### config.mk
export PLATFORM = sky130hd
export DESIGN_NAME = fpp_top
export DESIGN_NICKNAME = d
export VERILOG_FILES = /design/src/verilog/fpp_pkg.sv /design/src/verilog/fpp_access_check.sv /design/src/verilog/fpp_top.sv
export VERILOG_INCLUDE_DIRS = /design/src /design/src/verilog
export SDC_FILE = /design/constraint.sdc
export NUM_CORES = 1
export LEC_CHECK = 0
export CAP_MARGIN = 20
export CORE_ASPECT_RATIO = 0.7
export CORE_MARGIN = 8
export CORE_UTILIZATION = 44
export DETAILED_ROUTE_END_ITERATION = 8
export DONT_BUFFER_PORTS = 1
export PLACE_DENSITY = 0.7
export SLEW_MARGIN = 10
export SYNTH_ARGS = -nofsm -noshare
export SYNTH_HDL_FRONTEND = slang
export SYNTH_HIERARCHICAL = 1
export SYNTH_SLANG_ARGS = --single-unit
### constraint.sdc
create_clock -name MCLK_I -period 2.8 [get_ports MCLK_I]
set_input_delay 0.7 -clock MCLK_I [delete_from_list [all_inputs] [get_ports MCLK_I]]
set_output_delay 0.7 -clock MCLK_I [all_outputs]
set_load 0.01 [all_outputs]
### src/verilog/fpp_cfg.svh
`ifndef FPP_CFG_SVH
`define FPP_CFG_SVH

// register offsets
`define FPP_OFF_PWREG 8'hBB
`define FPP_OFF_STAT 8'hBC

// password register layout
`define FPP_PASS_MSB 7
`define FPP_PASS_LSB 3
`define FPP_PROT_BIT 2
`define FPP_MODE_MSB 1
`define FPP_MODE_LSB 0

// password register field resets, together 8'h07
`define FPP_PASS_RST 5'h00
`define FPP_PROT_RST 1'h1
`define FPP_MODE_RST 2'h3

// mode field bits
`define FPP_MODE_PFL_PE 0
`define FPP_MODE_DFL_PE 1

// password coding
`define FPP_PWD_NONE 16'hFFFF
`define FPP_PWD_HW_BIT 13
`define FPP_PWD_MSB 15
`define FPP_BL_MODE_INSTALL 4'h6

`endif

### src/verilog/fpp_pkg.sv
`include "fpp_cfg.svh"

package fpp_pkg;

	typedef enum logic [1:0] {
		FPP_OP_READ,
		FPP_OP_PROG,
		FPP_OP_ERASE
	} fpp_op_t;

	typedef enum logic [1:0] {
		FPP_AREA_PFLASH,
		FPP_AREA_DFLASH,
		FPP_AREA_OTHER
	} fpp_area_t;

	typedef enum logic [1:0] {
		FPP_HW_NONE,
		FPP_HW_MODE0,
		FPP_HW_MODE1
	} fpp_hwmode_t;

	// one flash access: kind, fetch area of the code, target area
	typedef struct packed {
		fpp_op_t op;
		fpp_area_t src;
		fpp_area_t target;
		logic [15:0] addr;
		logic [7:0] wdata;
	} fpp_req_t;

	function automatic fpp_hwmode_t fpp_decode_hw(input logic [15:0] pwd);
		fpp_hwmode_t m;
		m = FPP_HW_NONE;
		if (pwd[`FPP_PWD_HW_BIT]) begin
			m = pwd[`FPP_PWD_MSB] ? FPP_HW_MODE1 : FPP_HW_MODE0;
		end
		return m;
	endfunction

endpackage

### src/verilog/fpp_access_check.sv
`timescale 1ns/1ps
`include "fpp_cfg.svh"

module fpp_access_check (
	// protection state
	input wire logic locked_i,
	input wire fpp_pkg::fpp_hwmode_t hw_mode_i,
	input wire logic [1:0] pe_en_i,
	// request
	input wire logic is_ext_i,
	input wire fpp_pkg::fpp_req_t req_i,
	// verdict
	output logic permit_o
);
	import fpp_pkg::*;

	logic pfl_prot;
	logic dfl_prot;
	logic tgt_prot;
	logic src_ok;
	logic is_read;

	assign pfl_prot = (hw_mode_i != FPP_HW_NONE);
	assign dfl_prot = (hw_mode_i == FPP_HW_MODE1);
	assign is_read = (req_i.op == FPP_OP_READ);

	always_comb begin
		tgt_prot = 1'b0;
		src_ok = 1'b1;
		unique case (req_i.target)
			FPP_AREA_PFLASH: begin
				tgt_prot = pfl_prot;
				src_ok = (req_i.src == FPP_AREA_PFLASH) |
					(dfl_prot & (req_i.src == FPP_AREA_DFLASH));
			end
			FPP_AREA_DFLASH: begin
				tgt_prot = dfl_prot;
				src_ok = (req_i.src != FPP_AREA_OTHER);
			end
			default: begin
				tgt_prot = 1'b0;
				src_ok = 1'b1;
			end
		endcase
	end

	always_comb begin
		if (is_ext_i) begin
			permit_o = ~locked_i;
		end else if (req_i.target == FPP_AREA_OTHER) begin
			permit_o = 1'b1;
		end else if (is_read) begin
			permit_o = ~tgt_prot | src_ok;
		end else if (tgt_prot) begin
			permit_o = 1'b0;
		end else if (req_i.target == FPP_AREA_PFLASH) begin
			permit_o = pe_en_i[`FPP_MODE_PFL_PE];
		end else begin
			permit_o = pe_en_i[`FPP_MODE_DFL_PE];
		end
	end

endmodule

### src/verilog/fpp_top.sv
// Added by the designer: the strobed register port.
`timescale 1ns/1ps
`include "fpp_cfg.svh"

module fpp_top (
	// clock and reset
	input wire logic MCLK_I,
	input wire logic RST_I,
	// register port
	input wire logic [7:0] REG_ADDR_I,
	input wire logic [7:0] REG_WDATA_I,
	input wire logic REG_WR_I,
	input wire logic REG_RD_I,
	output logic [7:0] REG_RDATA_O,
	// boot loader and stored password
	input wire logic BL_PROG_I,
	input wire logic [3:0] BL_MODE_I,
	input wire logic [15:0] BL_PWD_I,
	input wire logic [15:0] PWD_NV_I,
	// protection state
	output logic PWD_VALID_O,
	output fpp_pkg::fpp_hwmode_t HW_MODE_O,
	// cpu accesses
	input wire logic CPU_VALID_I,
	input wire fpp_pkg::fpp_req_t CPU_REQ_I,
	output logic CPU_DONE_O,
	output logic CPU_DENY_O,
	output logic [7:0] CPU_RDATA_O,
	// external accesses
	input wire logic EXT_VALID_I,
	input wire fpp_pkg::fpp_req_t EXT_REQ_I,
	output logic EXT_DONE_O,
	output logic EXT_DENY_O,
	output logic EXT_BUSY_O,
	output logic [7:0] EXT_RDATA_O,
	// flash array
	output logic FLASH_VALID_O,
	output fpp_pkg::fpp_req_t FLASH_CMD_O,
	input wire logic [7:0] FLASH_RDATA_I
);
	import fpp_pkg::*;

	// password store
	logic [15:0] pwd_ff;
	logic loaded_ff;
	logic pwd_ok;
	logic locked;
	logic bl_install;
	fpp_hwmode_t hw_mode;

	// password register fields
	logic [1:0] mode_ff;
	logic prot_s_ff;
	logic [7:0] rdata_ff;
	logic [7:0] nxt_rdata;

	// access verdicts
	logic cpu_permit;
	logic ext_permit;
	logic cpu_grant;
	logic ext_grant;

	// stage one
	logic cpu_s1_ff;
	logic cpu_deny_s1_ff;
	logic cpu_rd_s1_ff;
	logic ext_s1_ff;
	logic ext_deny_s1_ff;
	logic ext_busy_s1_ff;
	logic ext_rd_s1_ff;
	logic flash_valid_ff;
	fpp_req_t flash_cmd_ff;

	// stage two
	logic cpu_done_ff;
	logic cpu_deny_ff;
	logic [7:0] cpu_rdata_ff;
	logic ext_done_ff;
	logic ext_deny_ff;
	logic ext_busy_ff;
	logic [7:0] ext_rdata_ff;
	logic valid_ff;
	fpp_hwmode_t hw_mode_ff;

	assign pwd_ok = (pwd_ff != `FPP_PWD_NONE);
	// until the stored password is in, the device must count as locked
	assign locked = pwd_ok | ~loaded_ff;
	assign hw_mode = pwd_ok ? fpp_decode_hw(pwd_ff) : FPP_HW_NONE;

	assign bl_install = BL_PROG_I &
		(BL_MODE_I == `FPP_BL_MODE_INSTALL) &
		(BL_PWD_I != `FPP_PWD_NONE) &
		loaded_ff &
		~pwd_ok;

	// stored password caught after reset release, then boot loader install
	always_ff @(posedge MCLK_I or posedge RST_I) begin
		if (RST_I) begin
			pwd_ff <= `FPP_PWD_NONE;
			loaded_ff <= 1'b0;
		end else if (!loaded_ff) begin
			pwd_ff <= PWD_NV_I;
			loaded_ff <= 1'b1;
		end else if (bl_install) begin
			pwd_ff <= BL_PWD_I;
		end
	end

	// mode field is the only writable part; pass entry is not stored
	always_ff @(posedge MCLK_I or posedge RST_I) begin
		if (RST_I) begin
			mode_ff <= `FPP_MODE_RST;
		end else if (REG_WR_I && REG_ADDR_I == `FPP_OFF_PWREG) begin
			mode_ff <= REG_WDATA_I[`FPP_MODE_MSB:`FPP_MODE_LSB];
		end
	end

	// status flag follows the password store, no software write
	always_ff @(posedge MCLK_I or posedge RST_I) begin
		if (RST_I) begin
			prot_s_ff <= `FPP_PROT_RST;
		end else begin
			prot_s_ff <= pwd_ok;
		end
	end

	always_comb begin
		nxt_rdata = 8'h00;
		if (REG_RD_I) begin
			unique case (REG_ADDR_I)
				`FPP_OFF_PWREG: begin
					nxt_rdata[`FPP_PASS_MSB:`FPP_PASS_LSB] = `FPP_PASS_RST;
					nxt_rdata[`FPP_PROT_BIT] = prot_s_ff;
					nxt_rdata[`FPP_MODE_MSB:`FPP_MODE_LSB] = mode_ff;
				end
				`FPP_OFF_STAT: begin
					nxt_rdata = {4'h0, loaded_ff, pwd_ok, hw_mode};
				end
				default: begin
					nxt_rdata = 8'h00;
				end
			endcase
		end
	end

	// read data stands one cycle only
	always_ff @(posedge MCLK_I or posedge RST_I) begin
		if (RST_I) begin
			rdata_ff <= 8'h00;
		end else begin
			rdata_ff <= nxt_rdata;
		end
	end

	fpp_access_check u_cpu_check (
		.locked_i(locked),
		.hw_mode_i(hw_mode),
		.pe_en_i(mode_ff),
		.is_ext_i(1'b0),
		.req_i(CPU_REQ_I),
		.permit_o(cpu_permit)
	);

	fpp_access_check u_ext_check (
		.locked_i(locked),
		.hw_mode_i(hw_mode),
		.pe_en_i(mode_ff),
		.is_ext_i(1'b1),
		.req_i(EXT_REQ_I),
		.permit_o(ext_permit)
	);

	// cpu has the flash port first; a refused cpu request leaves it free
	assign cpu_grant = CPU_VALID_I & cpu_permit;
	assign ext_grant = EXT_VALID_I & ext_permit & ~cpu_grant;

	// flash command; refused requests never reach the array
	always_ff @(posedge MCLK_I or posedge RST_I) begin
		if (RST_I) begin
			flash_valid_ff <= 1'b0;
			flash_cmd_ff <= '0;
		end else if (cpu_grant) begin
			flash_valid_ff <= 1'b1;
			flash_cmd_ff <= CPU_REQ_I;
		end else if (ext_grant) begin
			flash_valid_ff <= 1'b1;
			flash_cmd_ff <= EXT_REQ_I;
		end else begin
			flash_valid_ff <= 1'b0;
			flash_cmd_ff <= '0;
		end
	end

	// cpu stage one
	always_ff @(posedge MCLK_I or posedge RST_I) begin
		if (RST_I) begin
			cpu_s1_ff <= 1'b0;
			cpu_deny_s1_ff <= 1'b0;
			cpu_rd_s1_ff <= 1'b0;
		end else begin
			cpu_s1_ff <= CPU_VALID_I;
			cpu_deny_s1_ff <= CPU_VALID_I & ~cpu_permit;
			cpu_rd_s1_ff <= cpu_grant & (CPU_REQ_I.op == FPP_OP_READ);
		end
	end

	// external stage one
	always_ff @(posedge MCLK_I or posedge RST_I) begin
		if (RST_I) begin
			ext_s1_ff <= 1'b0;
			ext_deny_s1_ff <= 1'b0;
			ext_busy_s1_ff <= 1'b0;
			ext_rd_s1_ff <= 1'b0;
		end else begin
			ext_s1_ff <= EXT_VALID_I;
			ext_deny_s1_ff <= EXT_VALID_I & ~ext_permit;
			ext_busy_s1_ff <= EXT_VALID_I & ext_permit & cpu_grant;
			ext_rd_s1_ff <= ext_grant & (EXT_REQ_I.op == FPP_OP_READ);
		end
	end

	// cpu answer; same latency granted or not, so answers stay in order
	always_ff @(posedge MCLK_I or posedge RST_I) begin
		if (RST_I) begin
			cpu_done_ff <= 1'b0;
			cpu_deny_ff <= 1'b0;
			cpu_rdata_ff <= 8'h00;
		end else begin
			cpu_done_ff <= cpu_s1_ff;
			cpu_deny_ff <= cpu_deny_s1_ff;
			cpu_rdata_ff <= cpu_rd_s1_ff ? FLASH_RDATA_I : 8'h00;
		end
	end

	// external answer; refused or busy returns zero data
	always_ff @(posedge MCLK_I or posedge RST_I) begin
		if (RST_I) begin
			ext_done_ff <= 1'b0;
			ext_deny_ff <= 1'b0;
			ext_busy_ff <= 1'b0;
			ext_rdata_ff <= 8'h00;
		end else begin
			ext_done_ff <= ext_s1_ff;
			ext_deny_ff <= ext_deny_s1_ff;
			ext_busy_ff <= ext_busy_s1_ff;
			ext_rdata_ff <= ext_rd_s1_ff ? FLASH_RDATA_I : 8'h00;
		end
	end

	// protection state outputs
	always_ff @(posedge MCLK_I or posedge RST_I) begin
		if (RST_I) begin
			valid_ff <= 1'b0;
			hw_mode_ff <= FPP_HW_NONE;
		end else begin
			valid_ff <= pwd_ok;
			hw_mode_ff <= hw_mode;
		end
	end

	assign REG_RDATA_O = rdata_ff;
	assign PWD_VALID_O = valid_ff;
	assign HW_MODE_O = hw_mode_ff;
	assign CPU_DONE_O = cpu_done_ff;
	assign CPU_DENY_O = cpu_deny_ff;
	assign CPU_RDATA_O = cpu_rdata_ff;
	assign EXT_DONE_O = ext_done_ff;
	assign EXT_DENY_O = ext_deny_ff;
	assign EXT_BUSY_O = ext_busy_ff;
	assign EXT_RDATA_O = ext_rdata_ff;
	assign FLASH_VALID_O = flash_valid_ff;
	assign FLASH_CMD_O = flash_cmd_ff;

endmodule

==> results of run 1 <==
## worst max path at each step
stage	slack, ns	from	cells after the start	endpoint
floorplan	-0.03	pwd_ff[0]	14	FLASH_CMD_O[0]
global placement	0.18	pwd_ff[15]	10	FLASH_CMD_O[27]
detailed placement	0.13	pwd_ff[15]	10	FLASH_CMD_O[27]
CTS	0.11	pwd_ff[15]	10	FLASH_CMD_O[27]
global route	0.004	pwd_ff[0]	11	FLASH_CMD_O[27]
finish	0.21	pwd_ff[0]	11	FLASH_CMD_O[27]
## repair_timing
action / 4_1_cts / 5_1_grt
setup buffers: 0 / 0
gates resized for setup: 0 / 3
endpoints found under the setup margin: 0 / 31
## cells in the mapped netlist, drive strengths merged
library cell and count:
dfrtp 67, a22o 30, nor2 23, nand4 22, dfstp 19, a31oi 18, and2 18, o31ai 18
clkbuf 13, buf 11, nand2 10, nand2b 6, and4 5, nor2b 5, nand3b 4, or3b 4
a21boi 2, a21oi 2, conb 2, inv 2, mux2 2, nor3 2, nor4 2, o221a 2
or3 2, and3 1, and3b 1, and4b 1, o2bb2ai 1
## critical path, delay by kind of cell, from the launching register on
kind / cells / cell delay, ns
buffers and inverters: 1 / 0.17
AOI/OAI and AO/OA: 3 / 0.56
DFF: 1 / 0.54
and+or+nand+nor: 7 / 1.19
## cells in the final DEF (no fill, tap or decap), types with 4 or more instances in the layout
cell / synthesis / final
sky130_fd_sc_hd__a22o_1: 30 / 30
sky130_fd_sc_hd__a31oi_1: 18 / 18
sky130_fd_sc_hd__and2_1: 18 / 17
sky130_fd_sc_hd__and4_1: 5 / 5
sky130_fd_sc_hd__buf_4: 5 / 8
sky130_fd_sc_hd__clkbuf_16: 0 / 9
sky130_fd_sc_hd__conb_1: 2 / 9
sky130_fd_sc_hd__dfrtp_1: 67 / 67
sky130_fd_sc_hd__dfstp_2: 19 / 19
sky130_fd_sc_hd__inv_8: 0 / 4
sky130_fd_sc_hd__nand2_1: 10 / 10
sky130_fd_sc_hd__nand2b_1: 6 / 6
sky130_fd_sc_hd__nand3b_1: 4 / 4
sky130_fd_sc_hd__nand4_1: 22 / 22
sky130_fd_sc_hd__nor2_1: 23 / 22
sky130_fd_sc_hd__nor2b_1: 5 / 5
sky130_fd_sc_hd__o31ai_1: 18 / 17
## registers in the layout, summed over array words and instances (netlist names), 2 cells and up
register / count
pwd_ff: 16
FLASH_CMD_O: 30
mode_ff: 2
REG_RDATA_O: 4
HW_MODE_O: 2
EXT_RDATA_O: 8
CPU_RDATA_O: 8
## stage by stage
stage | TNS [ns] | hold WS (ns)
floorplan | -0.860 | 0.331
finish | 0 | 0.352
global placement | 0 | 0.334
global route | 0 | 0.362
detailed placement | 0 | 0.338
CTS | 0 | 0.353
## area by class of cell
class	count	area, um^2	area share (%)
Clock buffer	9	225	5.64
Clock inverter	7	66.3	1.66
Inverter	2	11.3	0.282
Multi-Input combinational cell	190	1270	31.9
Sequential cell	86	2180	54.5
Tap cell	101	126	3.17
Timing Repair Buffer	11	111	2.79
## where the power goes
group,internal [uW],switching (uW)
clock,626,522
sequential,1320,53.9
combinational,77.4,99.3
total,2030,675
## per-layer routing
metal | up-vias | track usage [%] | part of all wire [%]
met5 | - | 0 | 0
li1 | 1094 | - | -
met1 | 1182 | 18.1 | 38
met4 | 0 | 4.00 | 0.88
met2 | 152 | 25.0 | 47
met3 | 11 | 8.10 | 14
## cell families after synthesis
family | Yosys count | synth area share, %
buffers and inverters | 26 | 3.85
AND/OR/NAND/NOR | 106 | 18.0
flip-flops | 86 | 61.4
AO/OA/AOI/OAI | 73 | 16.0
other | 2 | 0.212
multiplexers | 2 | 0.635
==> results, run 1 <==
- For the worst-skew pair, the clock arrives at the later sink with an insertion delay of roughly 0.34 ns.
- After detailed routing, the average wire length per cell comes to ~23 um.
- Setup repair after global routing left no endpoint under its margin.
- The cell total after placement is 390.
- The initialized floorplan defines 27 standard-cell rows.
- From synthesis to final layout, the design area changed by 12.6%.
- Overall power consumption after layout is estimated at ~2700 uW.
- The number of failing setup endpoints in the final timing report is 0.
- The detailed-route via count is between 2000 and 2500.
- The congestion estimate from routability-driven global placement came to about 0.8.
- Entering global routing, the biggest net connects 36 pins.
- The height of the die is a little over 90 um.
- The number of pins exceeding their max-slew limit in the final report was 0.
- The data arrival time of the critical path is 2.81 ns.
- The post-placement cell area is 3690 um^2.
- Summed over all cells, the static leakage comes to ~0.0017 uW.
- The dominant cell type by area after synthesis is sky130_fd_sc_hd__dfrtp_1.
- The pre-CTS setup slack is between 0.1 and 0.15 ns.
- The finished layout holds roughly 410 standard cells, fillers aside.
- The fraction of final layout cells with drive strength greater than 1 is around a fifth.
- TritonCTS created 9 clock buffers.
- Each instance of the synthesized netlist takes up on average 12.0 um^2.
- CTS saw between 80 and 90 sinks.
- The filler cells instantiated in the layout total roughly 700.
- In this run the tool buffered the top-level ports with 0 buffer cells.
- The root buffer cell chosen for the clock tree is sky130_fd_sc_hd__clkbuf_16.
- Along the worst path, the maximum fanout reaches 23.
- For this block, the initial DRC count from the detailed router was 143.
- Counting cells, the worst reg-to-reg path comes to 11.
- The kind of critical path is flip-flop to flip-flop.
- The H-tree was split into 3 levels.
- The register-to-register setup slack is approximately 0.21 ns.
- For this design the ratio of total power to cell area is 677 nW/um^2.
- In this run the critical register-to-register path is captured at FLASH_CMD_O[27].
- The worst voltage drop across the vdd grid is roughly 520 uV.
- The destination of the worst hold path is EXT_DONE_O.
- The critical path goes through nand4_1, nor4_4, nor2_1, nor2_1, or3b_4, a31oi_1, o31ai_2, and2_4, nor2_4, buf_12, a22o_1.
- For this design, the slowest cell found on the critical path is sky130_fd_sc_hd__dfstp_2.
- The die footprint is 11200 um^2.
- The boundary pin count is 190.
- Counting stages on the worst path, the most repeated cell is sky130_fd_sc_hd__nor2_1.
- In this run the horizontal extent of the chip is around 120 um.
- The clock-pin transition on the worst setup and hold timing paths is 0.07 ns.
- The worst path needs about 2.6 ns of the cycle, external delays included.
- The final clock period utilization by the worst path is slightly above 90%.
- The net total in the final layout is 427.
- The number of DRC violations after detailed routing is 0.
- For this run, the slowest stage of the critical path takes between 0.5 and 0.6 ns.
- The portion of synthesized cell area occupied by the leading cell type is roughly 47%.
- The worst hold path stage count is 0.
- The highest achievable clock rate is 387 MHz.
- The synthesized instance count is 295.
- The number of diodes added for antenna fixing is 0.
- The worst setup path is launched from a flip-flop.
- After layout, the worst setup slack is 0.213 ns.
- The count of final hold-check violations is 0.
- Synthesis inferred 86 register bits.
- The number of global-route vias before repair came to 2534.
- The area of the placeable core is ~8000 um^2.
- The number of antenna violations at the first check in global routing is 0.
- Once layout is done, the placed cells without fillers occupy ~4000 um^2.
- The worst-margin pin slew is 0.763 ns.
- The worst setup path is captured at a flip-flop.
- The count of synthesis-stage warnings from yosys is 6.
- The worst register-to-register path begins at pwd_ff[0].
- Once the floorplan was initialized, standard cells occupied 45.2% of the core.
- The worst max-slew margin expressed relative to the limit is between 40% and 50%.
- Summing the sequential cell areas from Yosys gives between 60 and 70% of the chip area.
- The clock tree from TritonCTS is done.
- The total of max-cap violations is 0.
- The detail route stage leaves a number of antenna-violating nets equal to 0.
- The average via count per standard cell is approximately 6.
- In this run, distinct cell masters in the synthesized netlist total 36.
- The hold buffer count at CTS is 0.
- The synthesized area is around 3500 um^2.
- The clock arrives with roughly 0.0074 ns of skew.
- The first global-routing pass estimated approximately 14 mm of wire.
- The critical hold path startpoint is ext_s1_ff.
- The overflow left after global routing is 0.
- Detailed placement ended at an HPWL of 6.98 mm.
- The core utilization of the finished layout is between 50% and 60%.
- The required time at the endpoint of the critical path is 3.02 ns.
- In this run the worst hold path is classified as flip-flop to flip-flop.
- The pre-antenna-repair detailed-routing pass consisted of 4 iterations.
- Global routing used about 16% of the available tracks.
- Ranked by total cell area, the synthesized netlist is headed by sky130_fd_sc_hd__dfrtp_1 (47%), sky130_fd_sc_hd__dfstp_2 (14%), sky130_fd_sc_hd__a22o_1 (7.4%).
- The maximum buffer depth of the clock tree is 2.
- The flow ran to the end, and the final reports show no timing, DRC or antenna violations.
- The total routed wirelength is about 9 mm.
(Power assumes the default switching activity.)
==> inputs of run 2 (changes only) <==
--- a/config.mk
+++ b/config.mk
@@ -9,10 +9,10 @@
 export CAP_MARGIN = 20
 export CORE_ASPECT_RATIO = 0.7
 export CORE_MARGIN = 8
-export CORE_UTILIZATION = 44
+export CORE_UTILIZATION = 40
 export DETAILED_ROUTE_END_ITERATION = 8
 export DONT_BUFFER_PORTS = 1
-export PLACE_DENSITY = 0.7
+export PLACE_DENSITY = 0.65
 export SLEW_MARGIN = 10
 export SYNTH_ARGS = -nofsm -noshare
 export SYNTH_HDL_FRONTEND = slang
==> run 2 against run 1 <==
Cell area increased by 1.6%. Sequential share of layout area decreased by 0.84 points. Sequential power about the same. Via count increased by 3.4%. Wire length increased by 3.6%. Register-to-register slack got worse by 0.02 ns. Combinational power increased by 6%. Highest routed layer unchanged.
==> results, run 2 (synthesis results as in run 1) <==
- The run finished with clean final reports.
- The maximum buffer depth of the clock tree is 2.
- The cell row count is 28.
- The final clock period utilization by the worst path is between 90% and 100%.
- The root buffer cell chosen for the clock tree is sky130_fd_sc_hd__clkbuf_16.
- The port buffer count is 0.
- The worst max-slew margin expressed relative to the limit is between 50 and 60%.
- The clock buffer count from CTS is 9.
- Summed over all cells, the static leakage comes to roughly 0.0017 uW.
- The path class of the tightest hold or removal check is input port to async pin.
- The number of DRC markers after the initial detailed-route iteration is between 150 and 200.
- The post-placement cell area is between 3000 and 4000 um^2.
- 190 I/O pins were placed.
- The maximum level of the CTS H-tree is 3.
- The required time at the endpoint of the critical path is ~3.0 ns.
- 0 antenna diodes ended up in the layout.
- The count of final hold-check violations was 0.
- Dividing the detail-routed wire length by the instance count gives about 22 um.
- The worst clock skew on the final layout is about 0.0067 ns.
- TritonCTS built the clock tree.
- Timing would allow up to roughly 380 MHz.
- The overflow left after global routing is 0.
- The core utilization of the finished layout is between 40% and 50%.
- The count of cells along the worst register-to-register path is 12.
- The antenna violation net count after detailed routing is 0.
- The time the final worst path needs with I/O delays and setup is approximately 2.6 ns.
- For the pin with the worst max-slew slack, the measured transition is 0.671 ns.
- The die covers 12200 um^2.
- The number of pins exceeding their max-slew limit in the final report came to 0.
- The count of TritonRoute iterations in the first routing pass is 5.
- The initial core utilization is just over 40%.
- For this run, design rule violations remaining after detail routing come to 0.
- The number of global-route vias before repair was roughly 2600.
- The critical path goes through nand4_1, nor4_4, nor2_2, nand2b_1, buf_4, a21oi_1, o221a_2, o31ai_2, and2_4, nor2_4, buf_4, a22o_1.
- The library cells used most frequently in the layout, excluding fill and tap cells, are sky130_fd_sc_hd__dfrtp_1 (67), sky130_fd_sc_hd__a22o_1 (30), sky130_fd_sc_hd__nand4_1 (22).
- The endpoint identified for the worst register-to-register timing path is FLASH_CMD_O[21].
- The register with the most flip-flops in the layout has 30 of them.
- The insertion delay of the later-clocked pin in the worst-skew pair is approximately 0.33 ns.
- The HPWL after detailed placement is a little over 7 mm.
- The final layout contains routed wiring with a total length of ~9.5 mm.
- The die is 129 um wide.
- The area of the placeable core is roughly 8500 um^2.
- From bottom edge to top edge, the die measures ~95 um.
- By instance count, the cell type seen most on the critical path is sky130_fd_sc_hd__buf_4.
- The worst voltage drop across the vdd grid is 435 uV.
- Setup slack on the worst reg-to-reg path comes out at 0.19 ns.
- The startpoint of the most critical register-to-register path is pwd_ff[15].
- The kind of critical path is flip-flop to flip-flop.
- The total power divided by cell area is approximately 670 nW/um^2.
- In this run, post-CTS hold repair placed 0 buffers.
- The final instance area is slightly above 4000 um^2.
- Cells with a size suffix above 1 make up roughly 21% of the layout.
- Entering global routing, the biggest net connects between 50 and 60 pins.
- The worst setup path is captured at a flip-flop.
- The count of clock tree sinks is 86.
- Setup violations remaining at the end of the flow were counted as 0.
- The global-route usage over all layers is between 15 and 20%.
- The cell with the biggest individual delay on the critical path is sky130_fd_sc_hd__dfstp_2.
- The number of buffers and inverters on the critical path is 2.
- The wire length of the first global-routing pass is about 14 mm.
- The critical path launch point type is a flip-flop.
- The worst-path maximum fanout is 10.
- The number of antenna violations at the first check in global routing is 0.
- The clock-pin transition on the worst setup and hold timing paths is ~0.07 ns.
- The average via count per standard cell is between 5 and 6.
- The net total in the final layout is about 430.
- The filler cell count is ~800.
- The largest incremental delay on the critical path is ~0.57 ns.
- The most frequent standard cell in the layout excluding fill and tap cells is sky130_fd_sc_hd__dfrtp_1.
- For the worst setup path, the data arrival time is 2.83 ns.
- The top cell family by delay on the critical path is simple AND/OR/NAND/NOR gates.
- The total of max-cap violations is 0.
- The routed layout has roughly 2500 vias.
- From synthesis to final layout, the design area changed by 14.3%.
- Routability-driven placement finished with a final weighted congestion of between 0.7 and 0.8.
[run 2: changes by cell type in the layout (fill, tap and decap cells not counted), sizes merged]
cell,change
clkinvlp,-1
buf,+4
clkinv,+1
[run 2: cell type report]
class / instances / area, um^2 / area share (%)
clock inverter: 7 / 73.8 / 1.82
sequential: 86 / 2180 / 53.7
tap: 120 / 150 / 3.70
timing repair buffer: 15 / 140 / 3.46
clock buffer: 9 / 225 / 5.56
inverter: 2 / 11.3 / 0.278
multi-input combinational: 190 / 1280 / 31.5
[run 2: how the worst max path moves through the flow]
| stage | startpoint | to | slack (ns) | depth (start not counted) |
|---|---|---|---|---|
| detailed placement | pwd_ff[15] | FLASH_CMD_O[14] | 0.06 | 10 |
| floorplan | pwd_ff[0] | FLASH_CMD_O[0] | -0.03 | 14 |
| finish | pwd_ff[15] | FLASH_CMD_O[21] | 0.19 | 12 |
| global placement | pwd_ff[15] | FLASH_CMD_O[18] | -0.28 | 9 |
| global route | pwd_ff[15] | FLASH_CMD_O[21] | -0.003 | 12 |
| CTS | pwd_ff[15] | FLASH_CMD_O[14] | 0.04 | 10 |
[run 2: worst register-to-register path: stages (launching register included)]
cell and delay [ns]:
sky130_fd_sc_hd__dfstp_2 0.57, sky130_fd_sc_hd__nand4_1 0.16, sky130_fd_sc_hd__nor4_4 0.35, sky130_fd_sc_hd__nor2_2 0.09
sky130_fd_sc_hd__nand2b_1 0.09, sky130_fd_sc_hd__buf_4 0.10, sky130_fd_sc_hd__a21oi_1 0.05, sky130_fd_sc_hd__o221a_2 0.23
sky130_fd_sc_hd__o31ai_2 0.22, sky130_fd_sc_hd__and2_4 0.22, sky130_fd_sc_hd__nor2_4 0.04, sky130_fd_sc_hd__buf_4 0.17
sky130_fd_sc_hd__a22o_1 0.19
[run 2: through the flow]
step	power, uW	worst slack [ns]	std cells	hold slack [ns]	setup TNS [ns]
finish	2730	0.192	429	0.331	0
global route	2850	-0.00309	429	0.350	-0.00309
CTS	2760	0.0354	428	0.342	0
detailed placement	1590	0.0602	412	0.338	0
global placement	1580	-0.276	411	0.334	-7.83
floorplan	1520	-0.0287	302	0.331	-0.860
[run 2: where the power goes]
part | switching [uW] | internal (uW)
combinational | 102 | 84.3
sequential | 54.8 | 1320
clock | 533 | 631
total | 690 | 2040
[run 2: repair_timing]
item,in CTS,in global routing
gates resized for setup,0,5
endpoints found under the setup margin,0,31
endpoints found under the hold margin,0,0
setup buffers,0,1
[run 2: routing by layer]
metal	wire length [um]	vias to the layer above	GRT usage, %
met5	0	-	0
met3	1180	15	7.77
met2	4590	143	25.5
li1	-	1106	-
met4	116	0	3.89
met1	3660	1257	17.1
